File: src/elc_pkg.sv
package elc_pkg;
   // register offsets on the plain register port
   localparam logic [7:0] OFF_BREAK_STATUS  = 8'h00;
   localparam logic [7:0] OFF_BREAK_FLAG_CR = 8'h01;
   localparam logic [7:0] OFF_CONFIG        = 8'h02;
   localparam logic [7:0] OFF_IRQ_ENABLE    = 8'h03;
   // field positions
   localparam int BIT_STOPWAIT_FLAG = 1;
   localparam int BIT_CLEAR_ENABLE  = 7;
   localparam int BIT_SHORT_REC     = 0;
   localparam int BIT_WDOG_DISABLE  = 1;
   // reset values
   localparam logic [7:0] RST_IRQ_ENABLE = 8'h00;
   localparam logic [1:0] RST_CONFIG     = 2'h0;
   // stop recovery counts in oscillator cycles
   localparam int STOP_REC_LONG  = 4096;
   localparam int STOP_REC_SHORT = 32;
   localparam logic [12:0] STOP_REC_SHORT_CNT = 13'(STOP_REC_SHORT);
   // number of hardware interrupt sources
   localparam int NUM_IRQ = 8;
   // vector selectors
   localparam logic [3:0] VEC_SWI   = 4'hF;
   localparam logic [3:0] VEC_RESET = 4'hE;
   // controller states
   typedef enum logic [5:0] {
      ST_RUN     = 6'h01,
      ST_STACK   = 6'h02,
      ST_UNSTACK = 6'h04,
      ST_WAIT    = 6'h08,
      ST_STOP    = 6'h10,
      ST_RECOVER = 6'h20
   } elc_state_e;
endpackage : elc_pkg

File: src/elc_arbiter.sv
`timescale 1ns/100ps
`default_nettype none
// fixed priority: lower index wins
module elc_arbiter (
   input  wire logic [elc_pkg::NUM_IRQ-1:0] req,
   output logic                             any,
   output logic [3:0]                       idx
);
   // scan from lowest priority upward so the highest ends last
   always_comb begin
      any = 1'b0;
      idx = 4'h0;
      for (int i = elc_pkg::NUM_IRQ - 1; i >= 0; i--) begin
         if (req[i]) begin
            any = 1'b1;
            idx = 4'(i);
         end
      end
   end
endmodule : elc_arbiter
`default_nettype wire

File: src/elc_core.sv
`timescale 1ns/100ps
`default_nettype none
module elc_core #(
   parameter int STOP_REC_LONG_CYC = elc_pkg::STOP_REC_LONG
) (
   input  wire logic                        ref_clk,
   input  wire logic                        rst_n,
   // register port
   input  wire logic [7:0]                  reg_addr,
   input  wire logic [7:0]                  reg_wdata,
   input  wire logic                        reg_wr,
   input  wire logic                        reg_rd,
   output logic      [7:0]                  reg_rdata,
   // core handshake
   input  wire logic                        instr_done,
   input  wire logic                        swi_exec,
   input  wire logic                        rti_exec,
   input  wire logic                        wait_exec,
   input  wire logic                        stop_exec,
   input  wire logic                        stack_done,
   input  wire logic                        mask_bit,
   input  wire logic [15:0]                 pc_value,
   // peripheral side
   input  wire logic [elc_pkg::NUM_IRQ-1:0] irq_req,
   input  wire logic                        break_req,
   input  wire logic                        flag_clear_req,
   // outputs to core
   output logic                             stack_start,
   output logic                             unstack_start,
   output logic                             set_mask,
   output logic                             clear_mask,
   output logic      [3:0]                  vector_sel,
   output logic      [15:0]                 stacked_pc,
   output logic                             stack_index_high,
   output logic                             cpu_clk_en,
   output logic                             bus_clk_en,
   output logic                             osc_clk_en,
   output logic                             prescale_clr,
   output logic                             watchdog_run,
   output logic                             flag_clear_allow,
   output logic                             in_break
);
   ////////////////////////////////////////////////////////////////////////
   // registers
   elc_pkg::elc_state_e state_r;               // controller state
   logic [12:0]         pre_cnt_r;             // prescale counter
   logic                sw_flag_r;             // break stop/wait flag
   logic                clr_en_r;              // break clear enable bit
   logic [1:0]          cfg_r;                 // short recovery, wdog off
   logic [7:0]          irq_en_r;              // per source enables
   logic                latched_r;             // interrupt latched
   logic [3:0]          latch_idx_r;           // latched source
   logic                brk_r;                 // in break state
   logic                swi_pend_r;            // software entry pending
   logic [7:0]          rdata_nxt;             // read mux
   logic [elc_pkg::NUM_IRQ-1:0] qual;          // enabled requests
   logic                arb_any;               // any enabled request
   logic [3:0]          arb_idx;               // winner
   logic [12:0]         rec_target;            // selected delay
   logic                lowpwr;                // wait or stop
   logic                wake;                  // exit event
   logic                sw_wr;                 // write to status

   ////////////////////////////////////////////////////////////////////////
   // arbitration
   // source enable qualifies request
   assign qual = irq_req & irq_en_r;

   elc_arbiter u_arb (
      .req (qual),
      .any (arb_any),
      .idx (arb_idx)
   );

   assign lowpwr = (state_r == elc_pkg::ST_WAIT) ||
                   (state_r == elc_pkg::ST_STOP);
   assign wake   = arb_any || break_req;

   assign rec_target = cfg_r[elc_pkg::BIT_SHORT_REC] ?
                       elc_pkg::STOP_REC_SHORT_CNT :
                       13'(STOP_REC_LONG_CYC);

   ////////////////////////////////////////////////////////////////////////
   // main sequencer; reset is synchronous and outranks everything
   always_ff @(posedge ref_clk) begin
      if (!rst_n) begin
         state_r <= elc_pkg::ST_RUN;
      end else begin
         case (state_r)
            elc_pkg::ST_RUN: begin
               if (instr_done) begin
                  if (stop_exec) begin
                     state_r <= elc_pkg::ST_STOP;
                  end else if (wait_exec) begin
                     state_r <= elc_pkg::ST_WAIT;
                  end else if (rti_exec) begin
                     state_r <= elc_pkg::ST_UNSTACK;
                  end else if (swi_exec || break_req) begin
                     state_r <= elc_pkg::ST_STACK;
                  end else if ((arb_any || latched_r) && !mask_bit) begin
                     state_r <= elc_pkg::ST_STACK;
                  end
               end
            end
            elc_pkg::ST_STACK: begin
               if (stack_done) begin
                  state_r <= elc_pkg::ST_RUN;
               end
            end
            elc_pkg::ST_UNSTACK: begin
               // pending one goes straight back to stacking
               if (stack_done) begin
                  if (arb_any) begin
                     state_r <= elc_pkg::ST_STACK;
                  end else begin
                     state_r <= elc_pkg::ST_RUN;
                  end
               end
            end
            elc_pkg::ST_WAIT: begin
               if (wake) begin
                  state_r <= elc_pkg::ST_STACK;
               end
            end
            elc_pkg::ST_STOP: begin
               if (wake) begin
                  state_r <= elc_pkg::ST_RECOVER;
               end
            end
            elc_pkg::ST_RECOVER: begin
               if (pre_cnt_r >= rec_target - 13'h0001) begin
                  state_r <= elc_pkg::ST_STACK;
               end
            end
            default: begin
               state_r <= elc_pkg::ST_RUN;
            end
         endcase
      end
   end

   ////////////////////////////////////////////////////////////////////////
   // prescale counter; cleared in stop so recovery starts at zero
   always_ff @(posedge ref_clk) begin
      if (!rst_n) begin
         pre_cnt_r <= 13'h0000;
      end else if (state_r == elc_pkg::ST_STOP) begin
         pre_cnt_r <= 13'h0000;
      end else begin
         pre_cnt_r <= pre_cnt_r + 13'h0001;
      end
   end

   ////////////////////////////////////////////////////////////////////////
   // interrupt latch; holds the winner until serviced or mask clear
   always_ff @(posedge ref_clk) begin
      if (!rst_n) begin
         latched_r   <= 1'b0;
         latch_idx_r <= 4'h0;
      end else if (stack_done && state_r == elc_pkg::ST_STACK) begin
         latched_r <= 1'b0;
      end else if (latched_r && !mask_bit && state_r == elc_pkg::ST_RUN &&
                   !instr_done) begin
         latched_r <= 1'b0;
      end else if (!latched_r && arb_any) begin
         latched_r   <= 1'b1;
         latch_idx_r <= arb_idx;
      end
   end

   ////////////////////////////////////////////////////////////////////////
   // software/break entry memory for vector select
   always_ff @(posedge ref_clk) begin
      if (!rst_n) begin
         swi_pend_r <= 1'b0;
      end else if (state_r == elc_pkg::ST_RUN && instr_done &&
                   (swi_exec || break_req)) begin
         swi_pend_r <= 1'b1;
      end else if (lowpwr && break_req) begin
         swi_pend_r <= 1'b1;
      end else if (stack_done && state_r == elc_pkg::ST_STACK) begin
         swi_pend_r <= 1'b0;
      end
   end

   ////////////////////////////////////////////////////////////////////////
   // break state follows the break module output
   always_ff @(posedge ref_clk) begin
      if (!rst_n) begin
         brk_r <= 1'b0;
      end else begin
         brk_r <= break_req;
      end
   end

   ////////////////////////////////////////////////////////////////////////
   // break stop/wait flag; set wins over a same-cycle clear
   assign sw_wr = reg_wr && (reg_addr == elc_pkg::OFF_BREAK_STATUS) &&
                  !reg_wdata[elc_pkg::BIT_STOPWAIT_FLAG];

   always_ff @(posedge ref_clk) begin
      if (!rst_n) begin
         sw_flag_r <= 1'b0;
      end else if (lowpwr && break_req) begin
         sw_flag_r <= 1'b1;
      end else if (sw_wr) begin
         sw_flag_r <= 1'b0;
      end
   end

   ////////////////////////////////////////////////////////////////////////
   // control registers written by software
   always_ff @(posedge ref_clk) begin
      if (!rst_n) begin
         clr_en_r <= 1'b0;
         cfg_r    <= elc_pkg::RST_CONFIG;
         irq_en_r <= elc_pkg::RST_IRQ_ENABLE;
      end else if (reg_wr) begin
         if (reg_addr == elc_pkg::OFF_BREAK_FLAG_CR) begin
            clr_en_r <= reg_wdata[elc_pkg::BIT_CLEAR_ENABLE];
         end
         if (reg_addr == elc_pkg::OFF_CONFIG) begin
            cfg_r <= reg_wdata[1:0];
         end
         if (reg_addr == elc_pkg::OFF_IRQ_ENABLE) begin
            irq_en_r <= reg_wdata;
         end
      end
   end

   ////////////////////////////////////////////////////////////////////////
   // read mux; unmapped reads return zero
   always_comb begin
      rdata_nxt = 8'h00;
      case (reg_addr)
         elc_pkg::OFF_BREAK_STATUS:
            rdata_nxt[elc_pkg::BIT_STOPWAIT_FLAG] = sw_flag_r;
         elc_pkg::OFF_BREAK_FLAG_CR:
            rdata_nxt[elc_pkg::BIT_CLEAR_ENABLE] = clr_en_r;
         elc_pkg::OFF_CONFIG:
            rdata_nxt[1:0] = cfg_r;
         elc_pkg::OFF_IRQ_ENABLE:
            rdata_nxt = irq_en_r;
         default:
            rdata_nxt = 8'h00;
      endcase
   end

   // read data valid only the cycle after the strobe
   always_ff @(posedge ref_clk) begin
      if (!rst_n) begin
         reg_rdata <= 8'h00;
      end else if (reg_rd) begin
         reg_rdata <= rdata_nxt;
      end else begin
         reg_rdata <= 8'h00;
      end
   end

   ////////////////////////////////////////////////////////////////////////
   // data outputs to the core
   always_ff @(posedge ref_clk) begin
      if (!rst_n) begin
         vector_sel <= elc_pkg::VEC_RESET;
         stacked_pc <= 16'h0000;
      end else if (state_r != elc_pkg::ST_STACK) begin
         if (swi_exec || break_req || swi_pend_r) begin
            vector_sel <= elc_pkg::VEC_SWI;
            stacked_pc <= pc_value;
         end else begin
            vector_sel <= latched_r ? latch_idx_r : arb_idx;
            stacked_pc <= pc_value - 16'h0001;
         end
      end
   end

   ////////////////////////////////////////////////////////////////////////
   // handshake and clock controls
   // stacking sets mask; return restores
   assign stack_start   = (state_r == elc_pkg::ST_STACK);
   assign set_mask      = (state_r == elc_pkg::ST_STACK);
   assign unstack_start = (state_r == elc_pkg::ST_UNSTACK);
   assign stack_index_high = 1'b0;
   assign clear_mask = (state_r == elc_pkg::ST_RUN) && instr_done &&
                       (wait_exec || stop_exec);
   // core unclocked in wait and stop
   assign cpu_clk_en = !lowpwr && (state_r != elc_pkg::ST_RECOVER);
   // both generator outputs off in stop
   assign bus_clk_en = (state_r != elc_pkg::ST_STOP) &&
                       (state_r != elc_pkg::ST_RECOVER);
   assign osc_clk_en = (state_r != elc_pkg::ST_STOP);
   assign prescale_clr = (state_r == elc_pkg::ST_STOP);
   // watchdog runs in wait unless disabled
   assign watchdog_run = !cfg_r[elc_pkg::BIT_WDOG_DISABLE] &&
                         (state_r != elc_pkg::ST_STOP);
   // flag clears blocked in break unless enabled
   // a permitted clear simply goes through and sticks
   // second step of a two-step clear is gated here too
   assign flag_clear_allow = flag_clear_req && (!brk_r || clr_en_r);
   assign in_break = brk_r;
endmodule : elc_core
`default_nettype wire

File: config.mk
export PLATFORM = sky130hd
export DESIGN_NAME = elc_core
export DESIGN_NICKNAME = d
export VERILOG_FILES = /design/src/elc_pkg.sv /design/src/elc_arbiter.sv /design/src/elc_core.sv
export SDC_FILE = /design/constraint.sdc
export NUM_CORES = 1
export LEC_CHECK = 0
export ABC_AREA = 1
export BUFFER_PORTS_ARGS = -buffer_cell sky130_fd_sc_hd__buf_2
export CAP_MARGIN = 5
export CELL_PAD_IN_SITES_DETAIL_PLACEMENT = 1
export CELL_PAD_IN_SITES_GLOBAL_PLACEMENT = 2
export CORE_MARGIN = 4
export CORE_UTILIZATION = 31
export DETAILED_ROUTE_END_ITERATION = 10
export PLACE_DENSITY_LB_ADDON = 0.15
export SLEW_MARGIN = 20
export SYNTH_ARGS = -nofsm -noshare
export SYNTH_HDL_FRONTEND = slang
export SYNTH_SLANG_ARGS = --single-unit
File: constraint.sdc
create_clock -name ref_clk -period 3.4 [get_ports ref_clk]
set_clock_uncertainty 0.15 [all_clocks]
set_input_delay 0.51 -clock ref_clk [delete_from_list [all_inputs] [get_ports ref_clk]]
set_output_delay 0.51 -clock ref_clk [all_outputs]
set_load 0.005 [all_outputs]
==> metrics.md <==
| Metric | Value |
|---|---|
| CTS Hold Bufs | 0 |
| Reg2reg setup slack | 1.43 ns |
| F_max | 407 MHz |
| Critical Path Source | state_r[1] |
| Worst r2r src | cfg_r[0] |
| Main synth FF type | dfxtp_1 |
| Vias | 3611 |
| Slowest Stage Delay on Critical Path | 0.39 ns |
| Die width | 116 um |
| Crit path launch type | flop |
| WL/cell | 14.3 um |
| Crit path DAT | 1.80 ns |
| Highest ir drop seen on vdd | 0.318 mV |
| Final Power | 2.53 mW |
| Final hold vios | 0 |
| Worst-Margin Slew | 0.716 ns |
| Vias per inst | 4.71 |
| Vias in the first global route | 3757 |
| Core box area | 11400 um^2 |
| IO Pins | 93 |
| Crit end category | output port |
| Post-synthesis register bit count | 65 |
| Setup ws final | 0.942 ns |
| Fin Hold WS | 0.299 ns |
| Largest cells by area after synthesis | dfxtp_1 (36%), nand2_1 (9.6%), nor2_1 (8.7%) |
| Critical-path top delay cell | dfxtp_1 |
| Syn Inst Count | 528 |
| Yosys cell types | 40 |
| Post-synthesis mux area share | 0% |
| Post-synth EDFFs | 0 |
| Post-Syn Area per Cell | 6.81 um^2 |
| CP required | 2.74 ns |
| Post-synth ARST share | 0% |
| Largest family of logic cells by synthesized area | simple AND/OR/NAND/NOR gates |
| Top post-synthesis cells by count | nand2_1 (92), nor2_1 (83), inv_1 (71) |
| Crit Path Class | reg -> out |
| Post-route ant nets | 0 |
| Slew margin rel. | 52.2% |
| M1 WL | 5120 um |
| RePlAce Congestion | 0.799 |
| Clk Latency, worst-skew pair | 0.33 ns |
| Drt drc | 0 |
| Final setup violation count | 0 |
| HPWL Detailed | 8450 um |
| Post-cts sizing count | 0 |
| Post-route cell area | 4500 um^2 |
| Synth Net Count | 590 |
| Xor-xnor portion of the synthesized cell area | 2.92% |
| Post-CTS Repair Setup Buffers | 0 |
| Mapped cell area | 3600 um^2 |
| Row count | 39 |
| Status | complete, no violations |
| Slew Viols, Final | 0 |
| Count leader, synth | nand2_1 |
| Max_cap viols | 0 |
| Htree depth | 3 |
| Root buffer cell | clkbuf_16 |
| Top Layer Used | met4 |
| Antenna violations before repair | 0 |
| CTS tree | built |
| Initial DRC count | 129 |
| Crit path to | stack_start |
| Crit path cell chain | inv_1, nor2_1, nand3_4, inv_2, buf_2 |
| Pwr Density | 562 nW/um^2 |
| Reg clk slew, reported paths | 0.06 ns |
| TNS Setup | 0 ns |
| RSZ-0062 raised after global routing | no |
| Met2 wire len | 5380 um |
| Simple-gate share of the synthesized area | 33.9% |
| Starting Density | 31.6% |
| WL final | 11000 um |
| Synth-to-layout area growth | 25.1% |
| TritonCTS Sinks | 65 |
| Synth Area in Compound Gates | 13.6% |
| Type of the worst min-delay path | reg -> reg |
| Static leakage | 2.19 nW |
| Final nets | 681 |
| CTS buffer count | 9 |
| Gr ovfl total | 0 |
| Ys Warns | 0 |
| Largest net degree at the start of global routing | 35 |
| CP max FO | 34 |
| Cell taking the most area after synthesis | dfxtp_1 |
| Layout cells sized above 1 | 24.0% |
| Worst r2r path cells | 12 |
| Die extent in y | 116 um |
| Met3 WL | 368 um |
| Tmin final | 2.46 ns |
| Sequential cell area fraction in the yosys report | 36.2% |
| DP Area | 4180 um^2 |
| Final period util | 72.3% |
| I/O Buffers | 91 |
| DIE AREA | 13400 um^2 |
| Adder-Cell Fraction of Synth Area | 3.13% |
| Pre-CTS setup slack | 1.19 ns |
| Area share of the largest cell type after synthesis | 36.2% |
| Clock Tree Buf Depth | 2 |
| Ant diodes | 0 |
| Global-route usage over all layers | 17.1% |
| First-pass GRT wire length | 18100 um |
| Drt first pass iters | 4 |
| R2r endpoint | state_r[2] |
critical path, delay by kind of cell, from the launching register on:
family	cells	cell delay [ns]
buf+inv	3	0.54
simple gates	2	0.53
flops	1	0.39
registers in the layout (all words and copies together) (netlist names):
signal,count
stacked_pc,16
latched_r,1
in_break,1
swi_pend_r,1
irq_en_r,8
cfg_r,2
latch_idx_r,3
state_r,6
clr_en_r,1
reg_rdata,8
sw_flag_r,1
pre_cnt_r,13
vector_sel,4
metrics by stage:
step	utilization, %	cells
6_report	39.6	767
5_1_grt	39.6	767
4_1_cts	39.6	767
3_5_place_dp	36.8	751
3_3_place_gp	36.8	751
2_1_floorplan	-	528
worst min-delay path by stage:
| stage | end | cells past startpoint | slack, ns | startpoint |
|---|---|---|---|---|
| 3_3_place_gp | pre_cnt_r[0] | 1 | 0.28 | pre_cnt_r[0] |
| 6_report | pre_cnt_r[0] | 1 | 0.30 | pre_cnt_r[0] |
| 3_5_place_dp | pre_cnt_r[0] | 1 | 0.30 | pre_cnt_r[0] |
| 5_1_grt | irq_en_r[5] | 3 | 0.31 | reg_wdata[5] |
| 2_1_floorplan | pre_cnt_r[0] | 1 | 0.27 | pre_cnt_r[0] |
| 4_1_cts | irq_en_r[5] | 3 | 0.29 | reg_wdata[5] |
kinds of logic (layout without fill, tap and decap cells):
logic type	after synthesis	after routing
flip-flops	65	65
AO/OA/AOI/OAI	86	86
other	1	1
buffers and inverters	94	190
AND/OR/NAND/NOR	261	261
adder cells (fa/ha/maj)	9	9
XOR/XNOR	12	12
layout by cell type (no fill, tap or decap), drive strengths merged:
cell,n
o211ai,3
a21boi,2
buf,92
conb,1
a211oi,2
inv,80
clkbuf,9
nand4,9
nand3,43
o21ai,36
nand2,97
xor2,10
nand3b,1
dfxtp,65
or2,1
ha,9
nor3,9
o32ai,2
nor3b,2
o311a,1
a21oi,33
a311oi,1
a31oi,5
clkinv,3
bufinv,2
o31ai,1
clkinvlp,4
nor2,99
xnor2,2
metal layers:
metal	track usage (%)	vias to the layer above
met1	21.5	1675
li1	-	1876
met5	0	-
met4	3.48	0
met2	29.6	52
met3	4.49	8
power breakdown:
group / leakage (nW) / internal (mW) / switching (mW)
logic: 1.51 / 0.226 / 0.411
clock network: 0.144 / 0.640 / 0.359
registers: 0.531 / 0.834 / 0.0590
area by class of cell:
class	instances	area [um^2]
multi-input cells	369	1930
inverters	82	308
flip-flops and latches	65	1300
repair buffers	92	463
clock inverters	7	95.1
well taps	143	179
clock buffers	9	225
fillers	1486	6870
Power figures use the tool's default switching activity.
